## src/trailer_pkg.sv

```systemverilog
// Package of constants for the image trailer chunk generator
`default_nettype none
package trailer_pkg;
    // ---------------------------------------------------------------
    // Register map (byte offsets)
    // ---------------------------------------------------------------
    localparam logic [7:0] ADDR_CTRL       = 8'h00;
    localparam logic [7:0] ADDR_SELECT     = 8'h04;
    localparam logic [7:0] ADDR_ENABLE     = 8'h08;
    localparam logic [7:0] ADDR_TICK_FREQ  = 8'h0C;
    localparam logic [7:0] ADDR_TICK_LO    = 8'h10;
    localparam logic [7:0] ADDR_TICK_HI    = 8'h14;
    localparam logic [7:0] ADDR_STATUS     = 8'h18;
    // ---------------------------------------------------------------
    // Fields and encodings
    // ---------------------------------------------------------------
    localparam int         CTRL_ATTACH_BIT = 0;
    localparam int         EN_STAMP_BIT    = 0;
    localparam int         EN_LINES_BIT    = 1;
    localparam int         EN_CHECK_BIT    = 2;
    localparam int         EN_EXTDATA_BIT  = 3;
    localparam logic [1:0] KIND_STAMP      = 2'h0;
    localparam logic [1:0] KIND_LINES      = 2'h1;
    localparam logic [1:0] KIND_CHECK      = 2'h2;
    localparam int         STAMP_WIDTH     = 64;
    localparam int         SNAP_WIDTH      = 32;
    localparam int         CHECK_WIDTH     = 16;
    localparam logic [15:0] CHECK_POLY     = 16'h1021;
    localparam logic [15:0] CHECK_INIT     = 16'h0000;
    localparam logic [1:0] RESP_OKAY       = 2'h0;
    localparam logic [1:0] RESP_SLVERR     = 2'h2;
    // ---------------------------------------------------------------
    // Timing
    // ---------------------------------------------------------------
    localparam int          TICK_PERIOD_NS = 8;
    localparam logic [31:0] TICK_FREQ_HZ   = 32'(1000000000 / TICK_PERIOD_NS);
    typedef enum logic [2:0] {
        ST_IMAGE, ST_STAMP, ST_LINES, ST_CHECK
    } frame_state_t;
endpackage
`default_nettype wire

```

## src/image_trailer_chunk_gen.sv

```systemverilog
// Image trailer chunk generator with AXI4-Lite control
// Overview of operation
// - Latch tick count at acquisition trigger
// - Time stamp is unsigned 64 bits
// - Count 8 ns ticks, report tick rate
// - Tick counter restarts at reset
// - Kind enable refused while attach off
// - Attach off clears every kind enable
// - Select kind, then set its enable
// - Enabled kinds appended to later images
// - Sample all pin levels at trigger; only pins with a set PIN_MAP bit are sampled, others read 0
// - Pin snapshot field is 32 bits
// - Bit holds line level at trigger
// - Checksum chunk is Z-modem CRC
// - Checksum covers image and other chunks
// - Checksum chunk always placed last
// - Attach on enables extended data chunk; the code only sets enable bit 3 and never emits such a chunk
//
// The AXI4-Lite register port and the register offsets were left to the implementer.
`default_nettype none
module image_trailer_chunk_gen
    import trailer_pkg::*;
#(
    parameter int                NUM_PINS = 8,
    parameter logic [31:0]       PIN_MAP  = 32'h000000FF
) (
    // Clock and reset
    input  wire logic                aclk,
    input  wire logic                aresetn,
    // AXI4-Lite slave
    input  wire logic [7:0]          s_axi_awaddr,
    input  wire logic                s_axi_awvalid,
    output logic                     s_axi_awready,
    input  wire logic [31:0]         s_axi_wdata,
    input  wire logic [3:0]          s_axi_wstrb,
    input  wire logic                s_axi_wvalid,
    output logic                     s_axi_wready,
    output logic [1:0]               s_axi_bresp,
    output logic                     s_axi_bvalid,
    input  wire logic                s_axi_bready,
    input  wire logic [7:0]          s_axi_araddr,
    input  wire logic                s_axi_arvalid,
    output logic                     s_axi_arready,
    output logic [31:0]              s_axi_rdata,
    output logic [1:0]               s_axi_rresp,
    output logic                     s_axi_rvalid,
    input  wire logic                s_axi_rready,
    // Trigger and pin levels
    input  wire logic                trigger,
    input  wire logic [NUM_PINS-1:0] pin_levels,
    // Image input stream (bytes)
    input  wire logic [7:0]          in_data,
    input  wire logic                in_valid,
    input  wire logic                in_last,
    output logic                     in_ready,
    // Output stream (bytes)
    output logic [7:0]               out_data,
    output logic                     out_valid,
    output logic                     out_last,
    input  wire logic                out_ready
);
    import trailer_pkg::*;

    // ---------------------------------------------------------------
    // Input synchronisers
    // ---------------------------------------------------------------
    logic [2:0]          trig_sync;
    logic [NUM_PINS-1:0] pin_s1, pin_s2, pin_s3;
    logic                trig_seen;
    logic                trig_event;
    always_ff @(posedge aclk) begin
        if (!aresetn) begin
            trig_sync <= 3'h0;
            pin_s1    <= '0;
            pin_s2    <= '0;
            pin_s3    <= '0;
            trig_seen <= 1'b0;
        end else begin
            trig_sync <= {trig_sync[1:0], trigger};
            pin_s1    <= pin_levels;
            pin_s2    <= pin_s1;
            pin_s3    <= pin_s2;
            if (trig_sync[1] == trig_sync[2])
                trig_seen <= trig_sync[2];
        end
    end
    assign trig_event = (trig_sync[1] == trig_sync[2]) && trig_sync[2] && !trig_seen;

    // ---------------------------------------------------------------
    // Tick counter and trigger latches
    // ---------------------------------------------------------------
    logic [STAMP_WIDTH-1:0] tick_count, next_tick_count;
    logic [STAMP_WIDTH-1:0] stamp_latch, next_stamp_latch;
    logic [SNAP_WIDTH-1:0]  snap_latch, next_snap_latch;
    logic [SNAP_WIDTH-1:0]  snap_now;
    always_comb begin
        for (int i = 0; i < SNAP_WIDTH; i++) begin
            snap_now[i] = 1'b0;
            if (PIN_MAP[i] && i < NUM_PINS)
                snap_now[i] = pin_s3[i % NUM_PINS];
        end
    end
    always_comb begin
        next_tick_count  = tick_count + 64'h1;
        next_stamp_latch = stamp_latch;
        next_snap_latch  = snap_latch;
        if (trig_event) begin
            next_stamp_latch = tick_count;
            next_snap_latch  = snap_now;
        end
    end
    always_ff @(posedge aclk) begin
        if (!aresetn) begin
            tick_count  <= '0;
            stamp_latch <= '0;
            snap_latch  <= '0;
        end else begin
            tick_count  <= next_tick_count;
            stamp_latch <= next_stamp_latch;
            snap_latch  <= next_snap_latch;
        end
    end

    // ---------------------------------------------------------------
    // Control registers and AXI4-Lite
    // ---------------------------------------------------------------
    logic       attach, next_attach;
    logic [1:0] kind_sel, next_kind_sel;
    logic [3:0] kind_en, next_kind_en;
    logic       aw_held, next_aw_held, w_held, next_w_held;
    logic [7:0] aw_addr, next_aw_addr;
    logic [31:0] w_data, next_w_data;
    logic       bvalid, next_bvalid, rvalid, next_rvalid;
    logic [1:0] bresp, next_bresp, rresp, next_rresp;
    logic [31:0] rdata, next_rdata;
    logic       busy;
    function automatic logic addr_known(input logic [7:0] a);
        return a == ADDR_CTRL || a == ADDR_SELECT || a == ADDR_ENABLE || a == ADDR_TICK_FREQ
            || a == ADDR_TICK_LO || a == ADDR_TICK_HI || a == ADDR_STATUS;
    endfunction
    assign s_axi_awready = !aw_held && !bvalid;
    assign s_axi_wready  = !w_held && !bvalid;
    assign s_axi_arready = !rvalid;
    always_comb begin
        logic [7:0]  wa;
        logic [31:0] wd;
        wa = aw_held ? aw_addr : s_axi_awaddr;
        wd = w_held ? w_data : s_axi_wdata;
        next_attach   = attach;
        next_kind_sel = kind_sel;
        next_kind_en  = kind_en;
        next_aw_held  = aw_held || (s_axi_awvalid && s_axi_awready);
        next_w_held   = w_held || (s_axi_wvalid && s_axi_wready);
        next_aw_addr  = (s_axi_awvalid && s_axi_awready) ? s_axi_awaddr : aw_addr;
        next_w_data   = (s_axi_wvalid && s_axi_wready) ? s_axi_wdata : w_data;
        next_bvalid   = bvalid && !s_axi_bready;
        next_bresp    = bresp;
        next_rvalid   = rvalid && !s_axi_rready;
        next_rresp    = rresp;
        next_rdata    = rdata;
        if (next_aw_held && next_w_held && !bvalid) begin
            next_aw_held = 1'b0;
            next_w_held  = 1'b0;
            next_bvalid  = 1'b1;
            next_bresp   = addr_known(wa) ? RESP_OKAY : RESP_SLVERR;
            if (s_axi_wstrb[0]) begin
                case (wa)
                    ADDR_CTRL: begin
                        next_attach = wd[CTRL_ATTACH_BIT];
                        if (wd[CTRL_ATTACH_BIT])
                            next_kind_en[EN_EXTDATA_BIT] = 1'b1;
                        else
                            next_kind_en = 4'h0;
                    end
                    ADDR_SELECT: next_kind_sel = wd[1:0];
                    ADDR_ENABLE: begin
                        if (attach && kind_sel <= KIND_CHECK)
                            next_kind_en[kind_sel] = wd[0];
                    end
                    default: ;
                endcase
            end
        end
        if (s_axi_arvalid && s_axi_arready) begin
            next_rvalid = 1'b1;
            next_rresp  = addr_known(s_axi_araddr) ? RESP_OKAY : RESP_SLVERR;
            case (s_axi_araddr)
                ADDR_CTRL:      next_rdata = {31'h0, attach};
                ADDR_SELECT:    next_rdata = {30'h0, kind_sel};
                ADDR_ENABLE:    next_rdata = {31'h0, kind_sel <= KIND_CHECK ? kind_en[kind_sel] : 1'b0};
                ADDR_TICK_FREQ: next_rdata = TICK_FREQ_HZ;
                ADDR_TICK_LO:   next_rdata = stamp_latch[31:0];
                ADDR_TICK_HI:   next_rdata = stamp_latch[63:32];
                ADDR_STATUS:    next_rdata = {27'h0, busy, kind_en};
                default:        next_rdata = 32'h0;
            endcase
        end
    end
    always_ff @(posedge aclk) begin
        if (!aresetn) begin
            attach   <= 1'b0;
            kind_sel <= 2'h0;
            kind_en  <= 4'h0;
            aw_held  <= 1'b0;
            w_held   <= 1'b0;
            aw_addr  <= 8'h0;
            w_data   <= 32'h0;
            bvalid   <= 1'b0;
            bresp    <= 2'h0;
            rvalid   <= 1'b0;
            rresp    <= 2'h0;
            rdata    <= 32'h0;
        end else begin
            attach   <= next_attach;
            kind_sel <= next_kind_sel;
            kind_en  <= next_kind_en;
            aw_held  <= next_aw_held;
            w_held   <= next_w_held;
            aw_addr  <= next_aw_addr;
            w_data   <= next_w_data;
            bvalid   <= next_bvalid;
            bresp    <= next_bresp;
            rvalid   <= next_rvalid;
            rresp    <= next_rresp;
            rdata    <= next_rdata;
        end
    end
    assign s_axi_bvalid = bvalid;
    assign s_axi_bresp  = bresp;
    assign s_axi_rvalid = rvalid;
    assign s_axi_rresp  = rresp;
    assign s_axi_rdata  = rdata;

    // ---------------------------------------------------------------
    // Framer: image, stamp, snapshot, checksum
    // ---------------------------------------------------------------
    frame_state_t state, next_state;
    logic [3:0]   frame_en, next_frame_en;
    logic [2:0]   idx, next_idx;
    logic [15:0]  crc, next_crc;
    logic [7:0]   byte_now;
    logic         fire;
    function automatic logic [15:0] crc_step(input logic [15:0] c, input logic [7:0] d);
        logic [15:0] r;
        r = c ^ {d, 8'h00};
        for (int k = 0; k < 8; k++)
            r = r[15] ? ((r << 1) ^ CHECK_POLY) : (r << 1);
        return r;
    endfunction
    assign busy = state != ST_IMAGE;
    assign in_ready = (state == ST_IMAGE) && out_ready;
    always_comb begin
        case (state)
            ST_STAMP: byte_now = stamp_latch[8*idx +: 8];
            ST_LINES: byte_now = snap_latch[8*idx[1:0] +: 8];
            ST_CHECK: byte_now = idx[0] ? crc[7:0] : crc[15:8];
            default:  byte_now = in_data;
        endcase
    end
    always_comb begin
        out_data  = byte_now;
        out_valid = (state == ST_IMAGE) ? in_valid : 1'b1;
        fire      = out_valid && out_ready;
        out_last  = 1'b0;
        next_state    = state;
        next_frame_en = frame_en;
        next_idx      = idx;
        next_crc      = crc;
        case (state)
            ST_IMAGE: begin
                if (fire) begin
                    next_crc = crc_step(crc, in_data);
                    if (in_last) begin
                        next_frame_en = kind_en;
                        next_idx      = 3'h0;
                        if (kind_en[EN_STAMP_BIT]) next_state = ST_STAMP;
                        else if (kind_en[EN_LINES_BIT]) next_state = ST_LINES;
                        else if (kind_en[EN_CHECK_BIT]) next_state = ST_CHECK;
                        else next_crc = CHECK_INIT;
                    end
                end
                out_last = in_valid && in_last && !(|kind_en[2:0]);
            end
            ST_STAMP: begin
                out_last = !frame_en[EN_LINES_BIT] && !frame_en[EN_CHECK_BIT] && idx == 3'h7;
                if (fire) begin
                    next_crc = crc_step(crc, byte_now);
                    next_idx = idx + 3'h1;
                    if (idx == 3'h7) begin
                        next_idx = 3'h0;
                        if (frame_en[EN_LINES_BIT]) next_state = ST_LINES;
                        else if (frame_en[EN_CHECK_BIT]) next_state = ST_CHECK;
                        else begin next_state = ST_IMAGE; next_crc = CHECK_INIT; end
                    end
                end
            end
            ST_LINES: begin
                out_last = !frame_en[EN_CHECK_BIT] && idx == 3'h3;
                if (fire) begin
                    next_crc = crc_step(crc, byte_now);
                    next_idx = idx + 3'h1;
                    if (idx == 3'h3) begin
                        next_idx = 3'h0;
                        if (frame_en[EN_CHECK_BIT]) next_state = ST_CHECK;
                        else begin next_state = ST_IMAGE; next_crc = CHECK_INIT; end
                    end
                end
            end
            ST_CHECK: begin
                out_last = idx == 3'h1;
                if (fire) begin
                    next_idx = idx + 3'h1;
                    if (idx == 3'h1) begin
                        next_idx   = 3'h0;
                        next_state = ST_IMAGE;
                        next_crc   = CHECK_INIT;
                    end
                end
            end
            default: next_state = ST_IMAGE;
        endcase
    end
    always_ff @(posedge aclk) begin
        if (!aresetn) begin
            state    <= ST_IMAGE;
            frame_en <= 4'h0;
            idx      <= 3'h0;
            crc      <= CHECK_INIT;
        end else begin
            state    <= next_state;
            frame_en <= next_frame_en;
            idx      <= next_idx;
            crc      <= next_crc;
        end
    end
endmodule // image_trailer_chunk_gen
`default_nettype wire

```

## config.mk

```make
export PLATFORM = sky130hd
export DESIGN_NAME = image_trailer_chunk_gen
export DESIGN_NICKNAME = d
export VERILOG_FILES = /design/src/trailer_pkg.sv /design/src/image_trailer_chunk_gen.sv
export SDC_FILE = /design/constraint.sdc
export NUM_CORES = 1
export LEC_CHECK = 0
export BUFFER_PORTS_ARGS = -buffer_cell sky130_fd_sc_hd__clkbuf_2
export CORE_MARGIN = 2
export CORE_UTILIZATION = 53
export DETAILED_ROUTE_END_ITERATION = 8
export GPL_TIMING_DRIVEN = 0
export HOLD_SLACK_MARGIN = 0.02
export PLACE_DENSITY = 0.76
export SETUP_SLACK_MARGIN = 0.05
export SKIP_LAST_GASP = 1
export SYNTH_ARGS = -nofsm -noshare
export SYNTH_HDL_FRONTEND = slang
export SYNTH_SLANG_ARGS = --single-unit
```

## constraint.sdc

```tcl
create_clock -name aclk -period 2.4 [get_ports aclk]
set_input_delay 0.36 -clock aclk [delete_from_list [all_inputs] [get_ports aclk]]
set_output_delay 0.36 -clock aclk [all_outputs]
set_load 0.02 [all_outputs]
```

Word level (Yosys, flattened, before mapping) --
Index checks and enable logic that the tools add are counted.
Word-level totals: register bits after elaboration 246, logic and storage cells 215, output and inout port bits 52, input bits 79
Cells by class: add/subtract/negate cells 2, muxes and demuxes 74, reduce and logical (&&, ||, !) cells 60, shift operators 2, magnitude comparators 3, equal/unequal tests 30, bitwise operators 19
Operator list (count):
- case mux 32 bit (7 select lines) | 1
- 2-to-1 mux 13 bit | 16
- 2-to-1 mux 16 bit | 13
- adder 64 x 1 -> 64 bit, second input constant | 1
- case mux 16 bit (4 select lines) | 1
- variable part select 64 x 7 -> 8 bit | 1
- 2-to-1 mux 3 bit | 20
- == test 8 x 5 -> 1 bit, second input constant | 6
- NOT 3 bit | 16
- == test 8 x 4 -> 1 bit, second input constant | 4
- variable part select 32 x 6 -> 8 bit | 1
- bitwise XOR 16 bit | 2
- case mux 3 bit (4 select lines) | 2
- case mux 8 bit (3 select lines) | 1
- logical AND 1 bit | 20
- != test 2 bit, second input constant | 9
- == test 8 x 3 -> 1 bit, second input constant | 2
- zero test 8 bit | 2
- 2-to-1 mux 8 bit | 2
- logical OR 1 bit | 14
- AND reduction 6 bit | 2
- zero test 1 bit | 10
- 2-to-1 mux 2 bit | 5
- == test 3 x 2 -> 1 bit, second input constant | 3
- 27 further kinds | 36

Depth between registers and ports, before layout --
Gate-level depths: netlist of the first run.
word-level depth 24, gate-level depth with buffers 12, mapped depth without buffers 9

Worst setup path before layout of the first run --
Ideal clock, no wire load.
path kind reg-to-reg, start register idx[2], end register crc[10], data required time 2.326 ns, setup slack -0.316 ns, arrival 2.642 ns, setup time 0.074 ns, stages on the path, launching flop included 10, period minus slack after synthesis 2.716 ns, buffers on the path 2, path through dfxtp_1 buf_2 buf_2 nor2_1 a22oi_1 nand2_1 a211oi_1 xor2_1 or4_1 a31oi_1
Between the ends: longest elaborated chain between the ends 14, elaborated cells on any way between the ends 21, those cells by class eq/ne (4); shift (1); mux (14); bitwise (1); reduce/logical (1)
RTL lines:
- from (decl) | RTL line image_trailer_chunk_gen.sv:239 | logic [2:0] idx, next_idx;
- from (signal assigned) | RTL line image_trailer_chunk_gen.sv:332 | idx <= next_idx;
- variable part select 64 x 7 -> 8 bit * | RTL line image_trailer_chunk_gen.sv:254 | ST_STAMP: byte_now = stamp_latch[8*idx +: 8];
- case mux 8 bit (3 select lines) * | RTL line image_trailer_chunk_gen.sv:253 | case (state)
- net out_data[5] | RTL line image_trailer_chunk_gen.sv:57 | output logic [7:0] out_data,
- bitwise XOR 16 bit * | RTL line image_trailer_chunk_gen.sv:245 | r = c ^ {d, 8'h00};
- 2-to-1 mux 13 bit * (6 in a row) | RTL line image_trailer_chunk_gen.sv:247 | r = r[15] ? ((r << 1) ^ CHECK_POLY) : (r << 1);
- 2-to-1 mux 16 bit | RTL line image_trailer_chunk_gen.sv:292, image_trailer_chunk_gen.sv:304
- 2-to-1 mux 16 bit | RTL line image_trailer_chunk_gen.sv:291 | if (frame_en[EN_LINES_BIT]) next_state = ST_LINES;
- 2-to-1 mux 16 bit | RTL line image_trailer_chunk_gen.sv:289 | if (idx == 3'h7) begin
- 2-to-1 mux 16 bit | RTL line image_trailer_chunk_gen.sv:286 | if (fire) begin
- case mux 16 bit (4 select lines) * | RTL line image_trailer_chunk_gen.sv:269 | case (state)
- to (signal assigned) | RTL line image_trailer_chunk_gen.sv:333 | crc <= next_crc;
- to (decl) | RTL line image_trailer_chunk_gen.sv:240 | logic [15:0] crc, next_crc;
Mark *: on every way through the listed nets, which the timed path passes. The rest lies on a longest branch. The select of a mux whose other input is x is not followed. A chain may end at the register's enable or synchronous reset.

Worst setup path in the final report of the first run --
start register idx[1], end output out_data[1]
Between the ends: longest elaborated chain between the ends 2, elaborated cells on any way between the ends 3, those cells by class shift (2); mux (1)
RTL lines (RTL line):
- variable part select 64 x 7 -> 8 bit / variable part select 32 x 6 -> 8 bit (equally long branches) | image_trailer_chunk_gen.sv:254, image_trailer_chunk_gen.sv:255
- case mux 8 bit (3 select lines) * | image_trailer_chunk_gen.sv:253
- to (decl) | image_trailer_chunk_gen.sv:57
Mark *: on every way between the ends. The rest lies on a longest branch, timed or not.

==> results.md, run 1 <==
- Final wirelength: 34.05 mm
- Post-Place Setup Slack: -0.7932 ns
- Die Width: 152.2 um
- CP Capture Type: output pin
- WL met1: 14.41 mm
- Total number of vias: 11010
- RSZ-0062 raised after global routing: true
- Worst path slowest cell: or4b_4
- Setup-failing EPs final: 25
- Reg2Reg Setup Slack: -0.30 ns
- Yosys reg bits: 242
- Largest net degree at the start of global routing: 14
- Status: finished, violations left
- Initial DRC count: 1062
- Max Freq: 0.3604 GHz
- Number of buffers added on ports: 92
- Top post-synthesis cells by area: dfxtp_1 (42%), nand2_1 (7.2%), a21oi_1 (6.1%), nor2_1 (5.0%), mux2i_1 (4.9%)
- Worst Tran Pin Value: 0.8079 ns
- Clock Tree Buf Depth: 3
- Internal power: 6485 uW
- Max transition margin: 46.14%
- Asr flop ratio synth: 0%
- Drt first pass iters: 6
- Worst path arrival time: 2.41 ns
- WP buf/inv: 4
- Primary FF master, synth: dfxtp_1
- Kind of critical path: register to output pin
- Die area: 23150 um^2
- Top-area cell type share of the netlist area: 41.64%
- Total power: 8598 uW
- Worst path most repeated cell: buf_12
- Final hold vios: 0
- Tcrit/Tclk final: 115.6%
- Max Used Layer: met4
- Metal3 WL: 3.364 mm
- CTS tree: yes
- Cell Chain, Critical Path: buf_8 -> buf_12 -> buf_12 -> or4b_4 -> o211a_1 -> a211oi_4 -> clkbuf_8
- Average wire per standard cell: 18.29 um
- Inst Count DP: 1765
- Worst setup SP type: register
- Routed wl met2: 14.94 mm
- Clock Skews: 0.01269 ns
- Net switching power: 2114 uW
- Combinational group share of total power: 9.1%
- Non-Filler Instances: 1862
- I/O pin cnt: 131
- Post-DRT Antenna Nets: 0
- Clock Pin Slew Worst Setup and Hold Paths: 0.07 ns
- H-tree levels: 1
- N_diodes: 0
- Vias in the first global route: 10200
- Syn. warnings: 0
- Post-synth EDFFs: 0
- Final max-slew violation count: 0
- Leakage: 0.005299 uW
- Clk_lat worst skew: 0.53 ns
- CP max FO: 6
- Core area: 21690 um^2
- Grt ovf: 0
- Post-synthesis sequential area ratio: 41.64%
- Switch share: 24.58%
- Max-cap viol count: 0
- Via/cell ratio: 5.910
- Largest stage delay on the critical path: 0.47 ns
- Failing checks: setup timing
- Initial Util: 53.64%
- Gr usage total: 27.94%
- CTS Buf Count: 25
- Share of cells above drive strength 1: 20.35%
- Max VDD drop: 0.4102 mV
- Mean post-synth cell area: 8.358 um^2
- Die Y: 152.2 um
- Fin crit period: 2.775 ns
- NumNets Final: 1650
- Sequential fraction of design power: 48.2%
- Initial antenna violation count: 0
- Setup slack after layout: -0.3749 ns
- Global placement routability congestion: 0.9928
- CP top delay family: buffers and inverters
- Netlist cell types: 74
- Synthesized area: 11630 um^2
- Number of cell rows: 54
- Area leader, netlist: dfxtp_1
- Area grow syn2layout: 23.33%
- # DRC: 0
- Num Clock Sinks: 242
- Hold WC Path Type: input port to register
- PD cells: 599.3 nW/um^2
- Root buffer cell: clkbuf_16
- Dpl hpwl: 23.82 mm
- Data required time of the worst path: 2.04 ns
- First-pass GRT wire length: 53.50 mm
- Mapped Cells: 1392
- Clock share of power: 42.8%
==> flip-flops by register name, indices dropped and copies added, names as in the netlist, 2 cells and up <==
register,cells
aw_addr,8
state,2
snap_latch,8
s_axi_rdata,32
kind_en,4
pin_s2,8
idx,3
stamp_latch,64
kind_sel,2
trig_sync,3
pin_s3,8
pin_s1,8
w_data,2
tick_count,64
crc,16
frame_en,2
==> kinds of logic (layout without fill, tap and decap cells) <==
kind of cell,Yosys count,after routing,synth area share [%]
and+or+nand+nor,590,590,23.60
buffers and inverters,107,296,3.872
muxes,82,82,8.905
AOI/OAI and AO/OA,279,279,14.54
DFF,242,242,41.64
other,1,2,0.03223
adders and majority gates,7,7,0.7528
xor gates and xnor gates,84,84,6.657
==> cells in the mapped netlist (8+ instances only) <==
cell type  count
xor2_1        43
inv_1         17
clkbuf_1      71
or3_1         21
buf_2          8
xnor2_1       37
mux2i_1       57
nor2_1       154
and4_1         8
a22oi_1       18
mux4_1        12
dfxtp_1      242
a31oi_1        8
mux2_2        12
and2_1        37
o21ai_0       57
nor2b_1       13
nand3_1       38
a21oi_1      141
nand2_1      223
nand4_1       17
nor3_1        32
==> final timing paths <==
path,start,to,cells past startpoint
hold reg to reg,pin_s1[4],pin_s2[4],1
setup / recovery,idx[1],out_data[1],7
setup reg to reg,idx[1],crc[12],11
hold / removal,pin_levels[7],pin_s1[7],2
==> what timing repair did <==
| item | 4_1_cts | 5_1_grt |
|---|---|---|
| buffers inserted | 28 | 24 |
| cloned | 2 | 1 |
| gates resized for setup | 77 | 88 |
| hold buffers | 1 | 0 |
| pin swaps | 19 | 34 |
| endpoints found under the setup margin | 63 | 68 |
| hold endpoints to repair | 1 | 0 |
==> worst register-to-register path, delay by kind of cell, from the launching register on <==
kind | cells | cell delay [ns]
flip-flops | 1 | 0.35
buffers and inverters | 4 | 0.53
multiplexers | 2 | 0.80
AO/OA/AOI/OAI | 1 | 0.10
AND/OR/NAND/NOR | 3 | 0.65
XOR/XNOR | 1 | 0.19
==> area by class of cell <==
| type | count | area, um^2 |
|---|---|---|
| buffer | 86 | 466.7 |
| clock buffer | 38 | 724.4 |
| timing repair buffer | 147 | 1046 |
| sequential | 242 | 4858 |
| clock inverter | 7 | 47.55 |
| fill | 1706 | 7341 |
| multi-input combinational | 1044 | 6787 |
| tap | 280 | 350.3 |
| inverter | 18 | 67.56 |
==> stage by stage <==
step | instance area (um^2) | util (%) | setup TNS, ns | hold slack, ns
2_1_floorplan | 11720 | - | -0.06466 | 0.4119
3_3_place_gp | 12530 | 57.75 | -18.93 | 0.4188
3_5_place_dp | 12530 | 57.75 | -21.14 | 0.4177
4_1_cts | 13900 | 64.09 | -4.508 | 0.03578
5_1_grt | 14350 | 66.15 | -6.320 | 0.03768
6_report | 14350 | 66.15 | -5.120 | 0.04493
==> power groups by stage <==
stage               Sequential [uW]  Clock, uW  Combinational [uW]
floorplan                      4210          0                 476
global placement               4220          0                 656
detailed placement             4220          0                 669
CTS                            4130       3710                 715
global route                   4150       3880                 844
finish                         4140       3680                 779
==> routing by layer <==
layer  track usage (%)  vias up
li1                  -     5166
met1             39.52     5106
met2             42.75      615
met3             5.518      118
met4             9.924        0
met5                 0        -
==> layout by cell type, fill, tap and decap left out, drive strengths merged, types with 13 or more instances in the layout <==
cell,Yosys,routed
dfxtp,242,242
nand2,224,224
clkbuf,71,190
nor2,154,154
a21oi,141,141
buf,18,79
o21ai,57,57
mux2i,57,57
xor2,45,45
nand3,39,39
and2,38,38
xnor2,38,38
nor3,33,33
or3,21,21
inv,17,19
a22oi,18,18
nand4,17,17
mux2,13,13
nor2b,13,13
No activity file was read; power rests on OpenSTA's default activity.
==> run 2, diff against run 1 <==
==> constraint.sdc (replaced) <==
create_clock -name aclk -period 2.4 [get_ports aclk]
set_input_delay 0.12 -clock aclk [delete_from_list [all_inputs] [get_ports aclk]]
set_output_delay 0.12 -clock aclk [all_outputs]
set_load 0.02 [all_outputs]
==> results.md, run 2 (synthesis results as in run 1) <==
- Setup crit start: idx[1] (unchanged)
- CP max FO: 8 (was 6)
- Commonest non-fill, non-tap cell in the layout: dfxtp_1 (unchanged)
- Grt ovf: 0 (unchanged)
- Max VDD drop: 0.4110 mV (was 0.4102 mV)
- Die Y: 152.2 um (unchanged)
- CTS Buf Count: 25 (unchanged)
- Final Cell Area: 14400 um^2 (was 14350 um^2)
- Hold Path Stages: 4 (was 2)
- # DRC: 0 (unchanged)
- # fillers: 1724 (was 1706)
- Fin crit period: 2.660 ns (was 2.775 ns)
- Kind of critical path: register to register (was register to output pin)
- CP Capture Type: register (was output pin)
- Switch share: 24.52% (was 24.58%)
- Worst path arrival time: 3.11 ns (was 2.41 ns)
- Via/cell ratio: 5.915 (was 5.910)
- Post-DRT Antenna Nets: 0 (unchanged)
- Die area: 23150 um^2 (unchanged)
- I/O pin cnt: 131 (unchanged)
- Area grow syn2layout: 23.75% (was 23.33%)
- Internal power: 6492 uW (was 6485 uW)
- Post-Place Setup Slack: -0.7932 ns (unchanged)
- Worst setup SP type: register (unchanged)
- Clock Tree Buf Depth: 3 (unchanged)
- N_diodes: 0 (unchanged)
- CTS tree: yes (unchanged)
- Initial Util: 53.64% (unchanged)
- Num Clock Sinks: 242 (unchanged)
- R2R cell count: 10 (was 11)
- Sequential fraction of design power: 48.1% (was 48.2%)
- Finished Core Util: 66.38% (was 66.15%)
- Largest net degree at the start of global routing: 14 (unchanged)
- Final wirelength: 33.92 mm (was 34.05 mm)
- Gr usage total: 28.04% (was 27.94%)
- Die Width: 152.2 um (unchanged)
- Total power: 8601 uW (was 8598 uW)
- NumNets Final: 1663 (was 1650)
- Max-cap viol count: 0 (unchanged)
- Core area: 21690 um^2 (unchanged)
- Clk_lat worst skew: 0.53 ns (about the same)
- Tcrit/Tclk final: 110.8% (was 115.6%)
- Average wire per standard cell: 18.09 um (was 18.29 um)
- Hold WC Path Type: input port to register (unchanged)
- Leakage: 0.005318 uW (was 0.005299 uW)
- Final max-slew violation count: 0 (unchanged)
- Worst Tran Pin Value: 0.8114 ns (was 0.8079 ns)
- Hold Crit Start: s_axi_wvalid (was pin_levels[7])
- Status: finished, violations left (unchanged)
- Area of the multi-input gates: 6777 um^2 (was 6787 um^2)
- Max transition margin: 45.91% (was 46.14%)
- Failing checks: setup timing (unchanged)
- Initial antenna violation count: 0 (unchanged)
- Flip-flop and latch area: 4857 um^2 (was 4858 um^2)
- Net switching power: 2109 uW (was 2114 uW)
- Clock Pin Slew Worst Setup and Hold Paths: 0.07 ns (about the same)
- Initial DRC count: 1020 (was 1062)
- PD cells: 597.5 nW/um^2 (was 599.3 nW/um^2)
- Combinational group share of total power: 9.2% (was 9.1%)
- Drt first pass iters: 6 (unchanged)
- Root buffer cell: clkbuf_16 (unchanged)
- Number of cell rows: 54 (unchanged)
- DP Area: 12530 um^2 (unchanged)
- Setup slack after layout: -0.2598 ns (was -0.3749 ns)
- First-pass GRT wire length: 53.64 mm (was 53.50 mm)
- Max Freq: 0.3760 GHz (was 0.3604 GHz)
- Reg2reg start: idx[1] (unchanged)
- Global placement routability congestion: 0.9928 (unchanged)
- Clock share of power: 42.7% (was 42.8%)
- Number of buffers added on ports: 92 (unchanged)
- Share of cells above drive strength 1: 19.12% (was 20.35%)
- Data required time of the worst path: 2.85 ns (was 2.04 ns)
- Clock Skews: 0.01813 ns (was 0.01269 ns)
- Total number of vias: 11090 (was 11010)
- Commonest cells after routing, fill and taps aside: dfxtp_1 (234), nand2_1 (219), nor2_1 (151), a21oi_1 (137), clkbuf_2 (90) (was dfxtp_1 (233), nand2_1 (218), nor2_1 (150), a21oi_1 (135), clkbuf_2 (87))
- Final hold vios: 0 (unchanged)
- H-tree levels: 1 (unchanged)
- Setup-failing EPs final: 22 (was 25)
- RSZ-0062 raised after global routing: true (unchanged)
- Dpl hpwl: 23.82 mm (unchanged)
- Vias in the first global route: 10320 (was 10200)
[run 2: repair_timing]
action                     CTS  global route
gates cloned                 1             0
buffers inserted            33            11
hold endpoints to repair    23             0
gates resized for setup     71            73
hold buffers                23             0
pin swaps                   26            14
setup endpoints to repair   62            71
[run 2: area by class of cell]
type | instances | share of cell area, %
well taps | 280 | 2.434
clock buffers | 38 | 5.032
plain buffers | 86 | 3.077
clock inverters | 7 | 0.3303
flip-flops and latches | 242 | 33.74
multi-input cells | 1044 | 47.07
repair buffers | 160 | 7.848
inverters | 18 | 0.4693
[run 2: worst max-delay path: stages (launching register included)]
cell and delay [ns]:
dfxtp_2 0.35, buf_8 0.14, buf_4 0.14, buf_16 0.12, mux4_2 0.51, mux2_4 0.30
nand2_4 0.09, nand3_4 0.11, xor2_4 0.22, or4_1 0.48, o211ai_1 0.10
[run 2: final timing paths]
| path | end | slack (ns) |
|---|---|---|
| max | crc[12] | -0.26 |
| min | w_held | 0.06 |
| max reg2reg | crc[12] | -0.26 |
| min reg2reg | pin_s2[4] | 0.43 |
[run 2: power by group through the flow]
stage | clock [uW] | combinational [uW] | sequential [uW]
CTS | 3710 | 760 | 4130
global placement | 0 | 656 | 4220
floorplan | 0 | 476 | 4210
finish | 3670 | 793 | 4140
global route | 3880 | 860 | 4140
detailed placement | 0 | 669 | 4220
[run 2: per-stage QoR]
stage | cells | setup TNS (ns) | hold slack, ns
floorplan | 1393 | -0.06466 | 0.2201
global placement | 1765 | -17.13 | 0.3108
detailed placement | 1765 | -19.06 | 0.3105
CTS | 1865 | -1.989 | 0.03873
global route | 1875 | -4.384 | 0.09675
finish | 1875 | -2.992 | 0.05547
[run 2: per-layer routing]
metal	vias to the layer above	wire length, um	GRT usage [%]
li1	5195	-	-
met1	5158	14320	39.40
met2	619	14740	43.09
met3	119	3409	5.319
met4	0	1449	10.59
met5	-	0	0
==> run 3, diff against run 2 <==
- GPL_TIMING_DRIVEN: 0 -> default
- SETUP_SLACK_MARGIN: 0.05 -> default
- SLEW_MARGIN: default -> 20
==> results.md, run 3 (synthesis results as in run 1) <==
- Largest net degree at the start of global routing: 73 (was 14)
- CP max FO: 5 (was 8)
- Clock Skews: 0.01172 ns (was 0.01813 ns)
- CP endpoint: crc[12] (unchanged)
- Max Freq: 0.3832 GHz (was 0.3760 GHz)
- Status: finished, violations left (unchanged)
- I/O pin cnt: 131 (unchanged)
- Clock Pin Slew Worst Setup and Hold Paths: 0.07 ns (about the same)
- Commonest non-fill, non-tap cell in the layout: dfxtp_1 (unchanged)
- R2R cell count: 11 (was 10)
- Clock Tree Buf Depth: 3 (unchanged)
- Grt ovf: 0 (unchanged)
- Final setup TNS: -1.409 ns (was -2.992 ns)
- Internal power: 7148 uW (was 6492 uW)
- Reg2reg start: idx[1] (unchanged)
- Fin crit period: 2.610 ns (was 2.660 ns)
- Commonest cells after routing, fill and taps aside: dfxtp_1 (236), nand2_1 (221), nor2_1 (153), a21oi_1 (139), buf_4 (121) (was dfxtp_1 (234), nand2_1 (219), nor2_1 (151), a21oi_1 (137), clkbuf_2 (90))
- PD cells: 633.0 nW/um^2 (was 597.5 nW/um^2)
- Number of buffers added on ports: 95 (was 92)
- First-pass GRT wire length: 52.16 mm (was 53.64 mm)
- Via/cell ratio: 5.770 (was 5.915)
- Final hold vios: 0 (unchanged)
- # DRC: 0 (unchanged)
- Max-cap viol count: 0 (unchanged)
- Vias in the first global route: 9985 (was 10320)
- Number of cell rows: 54 (unchanged)
- Average wire per standard cell: 17.46 um (was 18.09 um)
- CP Capture Type: register (unchanged)
- Area grow syn2layout: 26.23% (was 23.75%)
- Root buffer cell: clkbuf_16 (unchanged)
- Final max-slew violation count: 0 (unchanged)
- Die Width: 152.2 um (unchanged)
- Gr usage total: 27.14% (was 28.04%)
- Total number of vias: 10870 (was 11090)
- Non-Filler Instances: 1884 (was 1875)
- Leakage: 0.005638 uW (was 0.005318 uW)
- Reg2reg end: crc[12] (unchanged)
- Tcrit/Tclk final: 108.7% (was 110.8%)
- Max transition margin: 47.20% (was 45.91%)
- Data required time of the worst path: 2.84 ns (was 2.85 ns)
- Die area: 23150 um^2 (unchanged)
- Worst setup SP type: register (unchanged)
- Hold Path Stages: 3 (was 4)
- Clock share of power: 46.9% (was 42.7%)
- NumNets Final: 1670 (was 1663)
- CTS Buf Count: 26 (was 25)
- Sequential fraction of design power: 44.5% (was 48.1%)
- Net switching power: 2148 uW (was 2109 uW)
- Clk_lat worst skew: 0.53 ns (about the same)
- Setup-failing EPs final: 16 (was 22)
- N_diodes: 0 (unchanged)
- Core area: 21690 um^2 (unchanged)
- Drt first pass iters: 5 (was 6)
- Setup slack after layout: -0.2096 ns (was -0.2598 ns)
- Max VDD drop: 0.4880 mV (was 0.4110 mV)
- CTS tree: yes (unchanged)
- Combinational group share of total power: 8.6% (was 9.2%)
- Inst Count DP: 1798 (was 1765)
- Total power: 9296 uW (was 8601 uW)
- Initial DRC count: 927 (was 1020)
- RSZ-0062 raised after global routing: true (unchanged)
- H-tree levels: 1 (unchanged)
- Worst Tran Pin Value: 0.7859 ns (was 0.8114 ns)
- Switch share: 23.11% (was 24.52%)
- Kind of critical path: register to register (unchanged)
- Failing checks: setup timing (unchanged)
- Dpl hpwl: 22.84 mm (was 23.82 mm)
- Final wirelength: 32.90 mm (was 33.92 mm)
- Share of cells above drive strength 1: 22.26% (was 19.12%)
- Worst path arrival time: 3.05 ns (was 3.11 ns)
- Initial antenna violation count: 0 (unchanged)
- Initial Util: 53.64% (unchanged)
- Setup crit start: idx[1] (unchanged)
- Global placement routability congestion: 0.9724 (was 0.9928)
- Reg2Reg Setup Slack: -0.21 ns (was -0.26 ns)
- Finished Core Util: 67.71% (was 66.38%)
- Post-DRT Antenna Nets: 0 (unchanged)
- Die Y: 152.2 um (unchanged)
- Hold WC Path Type: input port to register (unchanged)
- Num Clock Sinks: 242 (unchanged)
run 3: changes by cell type in the layout (fill, tap and decap cells not counted), sizes merged:
cell      delta
clkbuf      -67
bufinv       +5
clkinvlp     -1
clkinv       +1
buf         +72
inv          -1
run 3: area by class of cell:
cell class	instances	area [um^2]
Clock inverter	11	186.4
Sequential cell	242	4860
Inverter	18	72.57
Tap cell	280	350.3
Fill cell	1646	7003
Multi-Input combinational cell	1044	6588
Timing Repair Buffer	252	1876
Clock buffer	37	753.2
run 3: metal layers:
| metal | wire [um] | share of wire (%) | global-route usage [%] |
|---|---|---|---|
| met1 | 14790 | 45 | 39.37 |
| met5 | 0 | 0 | 0 |
| met2 | 14410 | 44 | 40.86 |
| met4 | 999 | 3.0 | 8.634 |
| met3 | 2709 | 8.2 | 5.375 |
run 3: per-stage QoR:
step	cell area, um^2	hold WS (ns)	worst slack [ns]
finish	14690	0.03727	-0.2096
global route	14690	0.05253	-0.3027
CTS	14440	0.02277	-0.1580
detailed placement	13120	0.3193	-0.2149
global placement	13120	0.3159	-0.1433
floorplan	11690	0.2201	-0.03111
run 3: how the worst min path moves through the flow:
stage	from	endpoint	slack (ns)
final	out_ready	idx[2]	0.04
after global routing	out_ready	idx[2]	0.05
after CTS	out_ready	idx[2]	0.02
after detailed placement	s_axi_rready	s_axi_rvalid	0.32
after global placement	s_axi_rready	s_axi_rvalid	0.32
after floorplan	s_axi_rready	s_axi_rvalid	0.22
run 3: repair_timing:
| action | CTS | global route |
|---|---|---|
| endpoints found under the setup margin | 30 | 40 |
| pin swaps | 5 | 18 |
| hold endpoints to repair | 23 | 0 |
| gates resized for setup | 33 | 51 |
| setup buffers | 3 | 13 |
| hold buffers | 23 | 0 |
run 3: worst max-delay path, cell delays in order, from the launching register on:
cell	delay [ns]
dfxtp_4	0.39
buf_6	0.11
buf_6	0.10
mux4_2	0.50
mux2i_1	0.18
buf_4	0.15
a211oi_4	0.07
xor2_2	0.17
buf_4	0.16
xnor2_1	0.14
or4_1	0.44
o211ai_1	0.11
run 3: power by group through the flow:
stage,clock [uW],sequential (uW),combinational [uW]
floorplan,0,4210,476
global placement,0,4230,692
detailed placement,0,4230,705
CTS,4410,4140,759
global route,4540,4140,863
finish,4360,4140,798
